--- config.mk ---
export PLATFORM = sky130hd
export DESIGN_NAME = media_capability_register
export DESIGN_NICKNAME = d
export VERILOG_FILES = /design/src/rtl/media_pkg.sv /design/src/rtl/media_capability_register.sv /design/src/rtl/media_word_loader.sv
export SDC_FILE = /design/constraint.sdc
export NUM_CORES = 1
export LEC_CHECK = 0
export BUFFER_PORTS_ARGS = -buffer_cell sky130_fd_sc_hd__buf_2
export CELL_PAD_IN_SITES_DETAIL_PLACEMENT = 1
export CELL_PAD_IN_SITES_GLOBAL_PLACEMENT = 1
export CORE_MARGIN = 3
export CORE_UTILIZATION = 22
export DETAILED_ROUTE_END_ITERATION = 8
export PLACE_DENSITY_LB_ADDON = 0.1
export SLEW_MARGIN = 15
export SYNTH_ARGS = -nofsm -noshare
export SYNTH_HDL_FRONTEND = slang
export SYNTH_SLANG_ARGS = --single-unit
--- constraint.sdc ---
create_clock -name pclk -period 1.59 [get_ports pclk]
set_clock_uncertainty 0.2 [all_clocks]
set_input_delay 0.3975 -clock pclk [delete_from_list [all_inputs] [get_ports pclk]]
set_output_delay 0.3975 -clock pclk [all_outputs]
set_load 0.02 [all_outputs]
--- src/rtl/media_pkg.sv ---
/*
 * Shared constants and types for the media capability register block:
 * APB offsets, window selection, EEPROM word address, field layout and
 * the loader state encoding.
 * Assumes a 32-bit APB with byte addresses and 16-bit EEPROM words.
 */
package media_pkg;

    // apb byte offsets; media word lives inside the window space
    localparam logic [7:0] MEDIA_OFFSET       = 8'h08;
    localparam logic [7:0] WINDOW_SEL_OFFSET  = 8'h10;
    localparam logic [7:0] LOAD_STATUS_OFFSET = 8'h14;
    localparam logic [7:0] WINDOW_SPACE_TOP   = 8'h0f;

    // window that exposes the media word, and window after reset
    localparam logic [2:0] MEDIA_WINDOW = 3'h3;
    localparam logic [2:0] WINDOW_RESET = 3'h0;

    // eeprom word holding the capability bits (decimal 19)
    localparam logic [7:0] EE_MEDIA_WORD = 8'h13;

    // register value after reset, and bits the board may report
    localparam logic [15:0] MEDIA_RESET     = 16'h0000;
    localparam logic [15:0] MEDIA_IMPL_MASK = 16'h004e;

    // field layout of the media capability word
    typedef struct packed {
        logic [6:0] reserved_hi;
        logic       fiber_10_present;
        logic       reserved_7;
        logic       external_phy_present;
        logic       attachment_unit_port_present;
        logic       thin_coax_present;
        logic       twisted_pair_10_present;
        logic       fiber_100_phy_present;
        logic       tx_internal_phy_present;
        logic       t4_phy_present;
    } media_bits_type;

    // word request to the configuration eeprom reader
    typedef struct packed {
        logic       valid;
        logic [7:0] addr;
    } ee_request_type;

    // answer from the eeprom reader
    typedef struct packed {
        logic        ack;
        logic [15:0] data;
    } ee_answer_type;

    // loader sequence, one-hot
    typedef enum logic [2:0] {
        LOAD_IDLE = 3'b001,
        LOAD_WAIT = 3'b010,
        LOAD_DONE = 3'b100
    } load_state_type;

endpackage

--- src/rtl/media_capability_register.sv ---
/*
 * Media capability register behind an APB slave, with the window select
 * and a load status word. The capability word is fetched from the
 * configuration eeprom after reset by media_word_loader.
 * Assumes one clock pclk at 100 MHz and an APB master per the protocol.
 */
// Register access over APB was chosen for this implementation.
// Behaviour
// - after reset the register is loaded from eeprom word 19.
// - reset clears every bit before the eeprom word arrives.
// - register is 16 bits, read-only, window 3 offset 8.
// - bit 0 reports a 100BASE-T4 phy reachable over the mii.
// - bit 0 is not implemented and always reads zero.
// - bit 1 reports a 100BASE-TX phy on the internal 100BASE-X path.
// - tx phy over mii means bit 1 reads zero and bit 6 one.
// - bit 2 reports a 100BASE-FX phy on the board.
// - bit 3 reports a 10BASE-T encoder/decoder and transceiver.
// - coax bit 4, aui bit 5 and 10BASE-FL bit 8 read zero.
// - bit 6 reports an external phy behind the mii.
`timescale 1ns/1ps
`default_nettype none

module media_capability_register
    import media_pkg::*;
#(
    parameter int unsigned ADDR_WIDTH = 8
)
(
    // clock and reset
    input  wire logic                  pclk,
    input  wire logic                  presetn,
    // apb slave
    input  wire logic                  psel,
    input  wire logic                  penable,
    input  wire logic                  pwrite,
    input  wire logic [ADDR_WIDTH-1:0] paddr,
    input  wire logic [31:0]           pwdata,
    input  wire logic [3:0]            pstrb,
    output logic                       pready,
    output logic [31:0]                prdata,
    output logic                       pslverr,
    // configuration eeprom reader
    output var  ee_request_type        ee_request,
    input  wire ee_answer_type         ee_answer,
    // capability word for the media logic
    output var  media_bits_type        media_capability,
    output logic                       load_done
);

    // loaded word from the eeprom fetch
    logic        word_valid;
    logic [15:0] word;

    // window select, software writable
    logic [2:0] window_select;

    media_word_loader loader (
        .pclk       (pclk),
        .presetn    (presetn),
        .ee_request (ee_request),
        .ee_answer  (ee_answer),
        .word_valid (word_valid),
        .word       (word)
    );

    // clean the eeprom word: unbuilt media and reserved bits read zero
    media_bits_type raw_word;
    media_bits_type next_media;

    assign raw_word = media_bits_type'(word & MEDIA_IMPL_MASK);

    always_comb
    begin
        next_media = raw_word;
        next_media.t4_phy_present = 1'b0;
        // a phy behind the mii takes precedence over the internal path
        if (raw_word.external_phy_present)
            next_media.tx_internal_phy_present = 1'b0;
    end

    // apb phase decode
    wire setup_phase  = psel && !penable;
    wire access_phase = psel && penable;
    wire in_window    = (paddr <= ADDR_WIDTH'(WINDOW_SPACE_TOP));
    wire hit_media    = (paddr == ADDR_WIDTH'(MEDIA_OFFSET))
                        && (window_select == MEDIA_WINDOW);
    wire hit_window   = (paddr == ADDR_WIDTH'(WINDOW_SEL_OFFSET));
    wire hit_status   = (paddr == ADDR_WIDTH'(LOAD_STATUS_OFFSET));
    wire hit_any      = hit_media || hit_window || hit_status;
    wire misaligned   = (paddr[1:0] != 2'h0);

    // media word is read-only: writes to it are dropped, not refused
    wire refuse       = misaligned || !hit_any;
    wire write_window = access_phase && pwrite && hit_window
                        && !misaligned && pstrb[0];

    // read data as chosen in the setup cycle
    logic [31:0] next_rdata;

    assign next_rdata = hit_media  ? {16'h0000, media_capability}
                      : hit_window ? {29'h0, window_select}
                      : hit_status ? {31'h0, load_done}
                      : 32'h0000_0000;

    // zero wait states; the answer is ready in the access cycle
    assign pready = 1'b1;

    // read path registered at setup so prdata comes from flops
    always_ff @(posedge pclk or negedge presetn)
    begin
        if (!presetn)
        begin
            prdata  <= 32'h0000_0000;
            pslverr <= 1'b0;
        end
        else if (setup_phase)
        begin
            prdata  <= (pwrite || refuse) ? 32'h0000_0000 : next_rdata;
            pslverr <= refuse;
        end
        else if (!psel)
        begin
            pslverr <= 1'b0;
        end
    end

    // window select steers which register answers in the window space
    always_ff @(posedge pclk or negedge presetn)
    begin
        if (!presetn)
            window_select <= WINDOW_RESET;
        else if (write_window)
            window_select <= pwdata[2:0];
    end

    // capability word: cleared at reset, filled once from the eeprom
    always_ff @(posedge pclk or negedge presetn)
    begin
        if (!presetn)
        begin
            media_capability <= media_bits_type'(MEDIA_RESET);
            load_done        <= 1'b0;
        end
        else if (word_valid)
        begin
            media_capability <= next_media;
            load_done        <= 1'b1;
        end
    end

    // until the fetch completes the register shows all zeros
    a_clear_until_load: assert property (@(posedge pclk) disable iff (!presetn)
        !load_done |-> media_capability == media_bits_type'(MEDIA_RESET))
        else $error("capability word not clear before load");

    // the loaded fx, 10BASE-T and mii bits match the eeprom word, one cycle later
    a_load_value: assert property (@(posedge pclk) disable iff (!presetn)
        word_valid ##1 1'b1 |-> load_done
            && media_capability.fiber_100_phy_present
               == $past(word[2])
            && media_capability.twisted_pair_10_present
               == $past(word[3])
            && media_capability.external_phy_present
               == $past(word[6]))
        else $error("capability word differs from eeprom word");

    // internal tx bit follows the eeprom unless an mii phy is present
    a_tx_path_load: assert property (@(posedge pclk) disable iff (!presetn)
        word_valid |=> media_capability.tx_internal_phy_present
            == ($past(word[1]) && !$past(word[6])))
        else $error("internal tx bit loaded wrongly");

    // t4 bit never set on this board
    a_t4_zero: assert property (@(posedge pclk) disable iff (!presetn)
        media_capability.t4_phy_present == 1'b0)
        else $error("t4 capability bit set");

    // unbuilt media bits stay zero
    a_unbuilt_zero: assert property (@(posedge pclk) disable iff (!presetn)
        !media_capability.thin_coax_present
        && !media_capability.attachment_unit_port_present
        && !media_capability.fiber_10_present)
        else $error("unbuilt media bit set");

    // reserved bits stay zero
    a_reserved_zero: assert property (@(posedge pclk) disable iff (!presetn)
        media_capability.reserved_7 == 1'b0
        && media_capability.reserved_hi == 7'h00)
        else $error("reserved capability bit set");

    // mii phy and internal tx path never reported together
    a_mii_excludes_tx: assert property (@(posedge pclk) disable iff (!presetn)
        media_capability.external_phy_present
        |-> !media_capability.tx_internal_phy_present)
        else $error("internal tx bit set with mii phy");

    // a write into the media word leaves it unchanged
    a_write_ignored: assert property (@(posedge pclk) disable iff (!presetn)
        access_phase && pwrite && hit_media && !word_valid
        |=> $stable(media_capability))
        else $error("write changed the capability word");

    // a read of window 3 offset 8 returns the word in the low half
    a_read_media: assert property (@(posedge pclk) disable iff (!presetn)
        setup_phase && !pwrite && hit_media && !misaligned
        ##1 access_phase
        |-> prdata == {16'h0000, $past(media_capability)} && !pslverr)
        else $error("media read returned wrong data");

    // offset 8 in any other window is unmapped and errors
    a_other_window_err: assert property (@(posedge pclk) disable iff (!presetn)
        setup_phase && paddr == ADDR_WIDTH'(MEDIA_OFFSET)
        && window_select != MEDIA_WINDOW
        |=> pslverr && prdata == 32'h0000_0000)
        else $error("offset 8 outside window 3 not refused");

    // outside the window space only the two own words answer
    a_window_bound: assert property (@(posedge pclk) disable iff (!presetn)
        setup_phase && !in_window && !hit_window && !hit_status
        |=> pslverr)
        else $error("address outside window space not refused");

    // unmapped addresses error and read as zero
    a_unmapped_err: assert property (@(posedge pclk) disable iff (!presetn)
        setup_phase && !hit_any
        |=> pslverr && prdata == 32'h0000_0000)
        else $error("unmapped address not refused");

    // a misaligned address is refused whatever it points at
    a_misaligned_err: assert property (@(posedge pclk) disable iff (!presetn)
        setup_phase && misaligned
        |=> pslverr && prdata == 32'h0000_0000)
        else $error("misaligned address not refused");

    // writes never leave read data behind on the bus
    a_write_no_data: assert property (@(posedge pclk) disable iff (!presetn)
        setup_phase && pwrite
        |=> prdata == 32'h0000_0000)
        else $error("write cycle returned read data");

    // an error never outlives its transfer
    a_idle_no_error: assert property (@(posedge pclk) disable iff (!presetn)
        !psel |=> !pslverr)
        else $error("error flag held while idle");

    // window select takes the written low bits
    a_window_write: assert property (@(posedge pclk) disable iff (!presetn)
        write_window
        |=> window_select == $past(pwdata[2:0]))
        else $error("window select not written");

    // without the low strobe the window select keeps its value
    a_strobe_gate: assert property (@(posedge pclk) disable iff (!presetn)
        access_phase && pwrite && hit_window && !pstrb[0]
        |=> $stable(window_select))
        else $error("window select written without strobe");

    // status read reports the load flag in bit 0
    a_status_read: assert property (@(posedge pclk) disable iff (!presetn)
        setup_phase && !pwrite && hit_status ##1 access_phase
        |-> prdata == {31'h0, $past(load_done)} && !pslverr)
        else $error("status read returned wrong data");

    // the load flag holds until the next reset
    a_load_sticky: assert property (@(posedge pclk) disable iff (!presetn)
        load_done |=> load_done)
        else $error("load flag dropped without reset");

    // the load flag only rises after a fetched word
    a_load_follows_word: assert property (@(posedge pclk) disable iff (!presetn)
        $rose(load_done) |-> $past(word_valid))
        else $error("load flag rose without eeprom word");

    // no eeprom request remains once the word is in
    a_request_until_load: assert property (@(posedge pclk) disable iff (!presetn)
        ee_request.valid |-> !load_done)
        else $error("eeprom request after load");

    // once loaded the word never changes until reset
    a_hold_after_load: assert property (@(posedge pclk) disable iff (!presetn)
        load_done
        |=> $stable(media_capability))
        else $error("capability word changed after load");

    // fiber 100 bit is taken straight from the eeprom word
    a_fx_bit: assert property (@(posedge pclk) disable iff (!presetn)
        word_valid
        |=> media_capability.fiber_100_phy_present == $past(word[2]))
        else $error("fiber 100 bit loaded wrongly");

    // twisted pair 10 bit is taken straight from the eeprom word
    a_tp_bit: assert property (@(posedge pclk) disable iff (!presetn)
        word_valid
        |=> media_capability.twisted_pair_10_present == $past(word[3]))
        else $error("twisted pair 10 bit loaded wrongly");

endmodule

`default_nettype wire

--- src/rtl/media_word_loader.sv ---
/*
 * Fetches the media capability word from the configuration eeprom once
 * after every reset and hands it on as a one-cycle valid pulse.
 * Assumes the eeprom reader holds its ack for one cycle per request.
 */
`timescale 1ns/1ps
`default_nettype none

module media_word_loader
    import media_pkg::*;
(
    // clock and reset
    input  wire logic           pclk,
    input  wire logic           presetn,
    // eeprom reader
    output var  ee_request_type ee_request,
    input  wire ee_answer_type  ee_answer,
    // loaded word
    output logic                word_valid,
    output logic [15:0]         word
);

    load_state_type state;
    load_state_type next_state;

    // one request per reset; done is a sink until the next reset
    always_comb
    begin
        next_state = state;
        unique case (state)
            LOAD_IDLE: next_state = LOAD_WAIT;
            LOAD_WAIT: if (ee_answer.ack) next_state = LOAD_DONE;
            LOAD_DONE: next_state = LOAD_DONE;
            default:   next_state = LOAD_IDLE;
        endcase
    end

    // request is a level held while waiting
    assign ee_request.valid = (state == LOAD_WAIT);
    assign ee_request.addr  = EE_MEDIA_WORD;

    // state and captured word
    always_ff @(posedge pclk or negedge presetn)
    begin
        if (!presetn)
        begin
            state      <= LOAD_IDLE;
            word_valid <= 1'b0;
            word       <= MEDIA_RESET;
        end
        else
        begin
            state      <= next_state;
            word_valid <= (state == LOAD_WAIT) && ee_answer.ack;
            if ((state == LOAD_WAIT) && ee_answer.ack)
                word <= ee_answer.data;
        end
    end

    // fetch only the capability word
    a_word_address: assert property (@(posedge pclk) disable iff (!presetn)
        ee_request.valid |-> ee_request.addr == EE_MEDIA_WORD)
        else $error("eeprom request not at capability word");

    // remembers a completed load so that a second one is caught
    logic loaded_once;

    always_ff @(posedge pclk or negedge presetn)
    begin
        if (!presetn)
            loaded_once <= 1'b0;
        else if (word_valid)
            loaded_once <= 1'b1;
    end

    // a load happens once per reset
    a_single_load: assert property (@(posedge pclk) disable iff (!presetn)
        word_valid |-> !loaded_once)
        else $error("capability word loaded twice");

endmodule

`default_nettype wire
==> Word-level counts from Yosys, hierarchy flattened <==
Index checks and enable logic that the tools add are counted.
{ "classes": {"mux": 9, "eq_ne": 9, "reduce_logical": 16} }
{ "ops": {"columns": ["operator", "n"], "rows": [
  ["== test 8 x 5 -> 1 bit (second input constant)", 2],
  ["2-to-1 mux 7 bit", 2],
  ["one-hot mux 3 bit (3 select lines)", 1],
  ["== test 8 x 4 -> 1 bit (second input constant)", 1],
  ["logical AND 1 bit", 8],
  ["== test 3 x 2 -> 1 bit (second input constant)", 2],
  ["2-to-1 mux 3 bit", 2],
  ["logical OR 1 bit", 4],
  ["2-to-1 mux 1 bit", 4],
  ["!= test 2 x 1 -> 1 bit (second input constant)", 2],
  ["== test 3 x 1 -> 1 bit (second input constant)", 1],
  ["== test 3 bit (second input constant)", 1],
  ["zero test 1 bit", 3],
  ["nonzero test 2 bit", 1]
]} }
{ "word_totals": {"wordCells": 45, "regBits": 52, "input_bits": 66} }

==> Logic depth before layout (Yosys ltp) <==
{ "logic_depth": {"word_depth": 8, "depth_mapped": 4} }

==> Hierarchy <==
Synthesis repeated with hierarchy kept, for this count alone.
{ "hier_totals": {"hier_cells": 157, "area_unflattened_um2": 1858.0} }
{ "modules_own_cells": {"columns": ["mod", "area_per_inst_um2", "cells_per_inst", "seq_area_each_um2", "n_inst"], "rows": [
  ["media_capability_register", 964.7, 98, 350.3, 1],
  ["media_word_loader", 893.4, 59, 501.7, 1]
]} }

==> Least setup slack after synthesis <==
No wires, ideal clock.
{ "synth_path": {"kind": "register -> register", "startpoint": "reg loader.state[1]", "endpoint": "reg loader.word[1]", "setup_ns": 0.125, "required_time_ns": 1.265, "path_stages_with_launch": 5, "path_slack_ns": -0.397, "t_arrival_ns": 1.662, "n_path_buf": 1, "path_cell_list": "dfrtp_1 -> nor3b_1 -> and2_1 -> clkbuf_2 -> mux2_2"} }
{ "synth_lines": {"columns": ["element", "line", "source"], "rows": [
  ["start: declaration", "media_word_loader.sv:23", "load_state_type state;"],
  ["start signal: assignment", "media_word_loader.sv:53", "state <= next_state;"],
  ["end signal: assignment", "media_word_loader.sv:56", "word <= ee_answer.data;"],
  ["end: declaration", "media_word_loader.sv:20", "output logic [15:0] word"]
]} }

==> Final worst setup path <==
{ "layout_path": {"startpoint": "in paddr[7]", "endpoint": "reg prdata[1]"} }
{ "layout_via": {"elab_chain_len": 8} }
{ "layout_lines": {"columns": ["element", "line", "source"], "rows": [
  ["start: declaration", "media_capability_register.sv:36", "input wire logic [ADDR_WIDTH-1:0] paddr,"],
  ["== test 8 x 4 -> 1 bit", "media_capability_register.sv:85", "wire hit_media = (paddr == ADDR_WIDTH'(MEDIA_OFFSET))"],
  ["logical AND 1 bit", "media_capability_register.sv:86", "&& (window_select == MEDIA_WINDOW);"],
  ["logical OR 1 bit (2 in series)", "media_capability_register.sv:89", "wire hit_any = hit_media || hit_window || hit_status;"],
  ["zero test 1 bit", "media_capability_register.sv:93", "wire refuse = misaligned || !hit_any;"],
  ["logical OR 1 bit", "media_capability_register.sv:93", null],
  ["logical OR 1 bit", "media_capability_register.sv:118", "prdata <= (pwrite || refuse) ? 32'h0000_0000 : next_rdata;"],
  ["2-to-1 mux 7 bit (*)", "media_capability_register.sv:118", null],
  ["end signal: assignment", "media_capability_register.sv:118", null],
  ["end: declaration", "media_capability_register.sv:40", "output logic [31:0] prdata,"]
]} }
Every way passes the cells marked *; elsewhere a longest branch is shown, timed or not.
A chain may end at the register's enable or synchronous reset.

==> results.json <==
{
  "vias": 932,
  "diodes": 0,
  "drtIter0Drc": 12,
  "fp-row-count": 27,
  "min_delay_worst_endpoint": "loader.word[2]$_DFFE_PN0P_",
  "synth_compound_area_share_pct": 6.94,
  "synth-seq-area-share_pct": 41.3,
  "area_growth_pct": 25.8,
  "syn_area_per_cell_um2": 10.6,
  "max_slew_margin_pct": 64.7,
  "drt_wl_total_mm": 3.18,
  "grt-ovfl-total": 0,
  "worstPathCellList": "buf_6, or4_4, buf_4, or3_4, o21ai_1",
  "crit_path_end_kind": "flip-flop",
  "hp-class": "primary input to flip-flop",
  "critical_path.startpoint_type": "primary input",
  "hold_path.startpoint": "ee_answer[2]",
  "drc_errors": 0,
  "cts.htree.levels": 1,
  "violations": "setup timing",
  "reg2reg_slack_ns": 0.09,
  "vias_per_cell": 3.77,
  "numCtsBuffers": 3,
  "fin_crit_ns": 1.74,
  "netlist_area_um2": 1340,
  "crit_required_ns": 1.58,
  "rr_startpoint": "loader.state[2]$_DFFE_PN0P_",
  "grt_max_degree": 23,
  "cp_slowest_cell": "or4_4",
  "grt_use_met3_pct": 2.37,
  "rsz0062_at_grt": "true",
  "synthXorXnorAreaFrac_pct": 0.656,
  "die_y_um": 83.9,
  "grt_pass1_wl_mm": 4.93,
  "yosys.area_share.simple_pct": 12.1,
  "start_util_pct": 23.5,
  "synthMuxAreaShare_pct": 10.1,
  "post-route-period-util_pct": 110,
  "io-pin-count": 126,
  "synth_top_family_by_area": "buffers and inverters",
  "drv_cap": 0,
  "cts_tree": "yes",
  "cts_buffer_depth": 2,
  "ys_ff_latch": 22,
  "holdWs_ns": 0.165,
  "synth_flop_cell": "dfrtp_1",
  "cellLeakagePower_nw": 0.884,
  "cp_max_fo": 4,
  "synth_warnings": 0,
  "clock.fmax_mhz": 574,
  "clk_root_buffer_cell": "clkbuf_8",
  "yosys.area_share.adder_pct": 0,
  "synth_edf_count": 0,
  "syn_inst": 126,
  "die_area_um2": 7040,
  "power_density_nw_per_um2": 1170,
  "use_met1_pct": 10.3,
  "status": "finished with violations",
  "routabilityCongestion": 0.802,
  "wl_per_cell_um": 12.9,
  "antenna_found_initial": 0,
  "coreArea_um2": 5680,
  "ant_nets": 0,
  "arrival_ns": 1.73,
  "cpPeakStageDelay_ns": 0.56,
  "nets": 242,
  "grtUsageTotal_pct": 8.76,
  "use_met2_pct": 15.9,
  "dp_hpwl_mm": 2.49,
  "portBuffers": 33,
  "clk-insertion-delay-late_ns": 0.26,
  "worst_slack_ns": -0.151,
  "numClockSinks": 22,
  "critical_path_class": "primary input to flip-flop",
  "dr.pass1.iters": 2,
  "grt_pass1_vias": 982,
  "fill_cells": 672,
  "finalPower_mw": 1.96,
  "reg2regPathDepth": 3,
  "async_reset_ff_share_pct": 100,
  "maxSlewViolCount": 0,
  "min_path_cells": 2,
  "setup_viol": 9,
  "drive_gt1_share_pct": 43.4,
  "busiest_layer": "met2",
  "r2r-end": "loader.word[1]$_DFFE_PN0P_",
  "utilization_pct": 29.6,
  "finalHoldViolations": 0,
  "worst_pin_slew_ns": 0.529,
  "max-vdd-ir-drop_uv": 543,
  "clkTransAtPathRegs_ns": 0.08,
  "ys_types": 29,
  "die_x_um": 83.9
}
what timing repair did:
item,in CTS,in global routing
resized for setup,11,5
endpoints found under the hold margin,21,0
buffers inserted,1,0
hold buffers,1,0
pin swaps,2,2
setup endpoints to repair,10,11
routing by layer:
metal  vias to the layer above  wire, um  share of wire [%]
li1                        432         -                  -
met1                       457      1280                 40
met2                        41      1680                 53
met3                         2       206                6.5
met4                         0        14               0.44
met5                         -         0                  0
registers in the layout, indices dropped and copies added, names as in the netlist:
register           flops
loader.word            4
prdata                 5
loader.state           3
media_capability       4
loader.word_valid      1
pslverr                1
window_select          3
load_done              1
critical path, delay by kind of cell:
kind | cells | cell delay [ns]
AOI/OAI and AO/OA | 1 | 0.11
and+or+nand+nor | 2 | 0.95
buffers and inverters | 2 | 0.28
cell usage in the layout (no fill, tap or decap), drive strengths merged, types with 4 or more instances in the layout:
master and n:
buf 48, clkbuf 4, conb 48, dfrtp 21
mux2 12, nand2 5, nor3b 4, o21ai 5
through the flow:
| step | cells | area (um^2) | worst slack, ns | TNS, ns |
|---|---|---|---|---|
| CTS | 247 | 1650 | -0.175 | -0.840 |
| finish | 247 | 1680 | -0.151 | -0.809 |
| floorplan | 172 | 1550 | -0.259 | -1.45 |
| global route | 247 | 1680 | -0.177 | -1.01 |
| detailed placement | 241 | 1530 | -0.467 | -2.98 |
| global placement | 241 | 1530 | -0.423 | -2.80 |
where the power goes:
group / switching, mW / total, mW / internal (mW)
combinational: 0.385 / 0.727 / 0.342
sequential: 0.116 / 0.833 / 0.717
clock: 0.177 / 0.398 / 0.221
total: 0.679 / 1.96 / 1.28
cells in the mapped netlist (2+ instances only):
master    count  area, um^2
buf_4        48         360
dfrtp_1      21         526
mux2_2       12         135
nand2_1       5        18.8
nor3b_1       3        22.5
o21ai_0       3        15.0
a21oi_1       2        10.0
a32o_1        2        20.0
a32oi_1       2        17.5
and2_1        2        12.5
clkbuf_2      2        10.0
conb_1        2        7.51
inv_1         2        7.51
nand2b_1      2        12.5
nor2_1        2        7.51
nor4b_1       2        17.5
o21ai_1       2        10.0
logic make-up (layout without fill, tap and decap cells):
family,count (synthesis),in the layout
buffers and inverters,52,55
other,2,48
multiplexers,12,12
flip-flops,22,22
XOR/XNOR,1,1
AO/OA/AOI/OAI,13,13
AND/OR/NAND/NOR,24,24
cell type report:
cell class	count	area (um^2)	area share (%)
Clock buffer	4	55.1	3.28
Timing Repair Buffer	49	307	18.3
Tap cell	72	90.1	5.37
Sequential cell	22	552	32.9
Inverter	2	7.51	0.447
Multi-Input combinational cell	98	668	39.8
how the worst max path moves through the flow:
stage,startpoint,to,slack [ns],cells past startpoint
finish,paddr[7],prdata[1]$_DFFE_PN0P_,-0.15,5
global route,paddr[7],window_select[0]$_DFFE_PN0P_,-0.18,4
CTS,paddr[0],window_select[0]$_DFFE_PN0P_,-0.17,4
detailed placement,paddr[7],window_select[0]$_DFFE_PN0P_,-0.47,4
global placement,paddr[7],window_select[2]$_DFFE_PN0P_,-0.42,4
floorplan,paddr[7],window_select[0]$_DFFE_PN0P_,-0.26,3
Power figures use the tool's default switching activity.
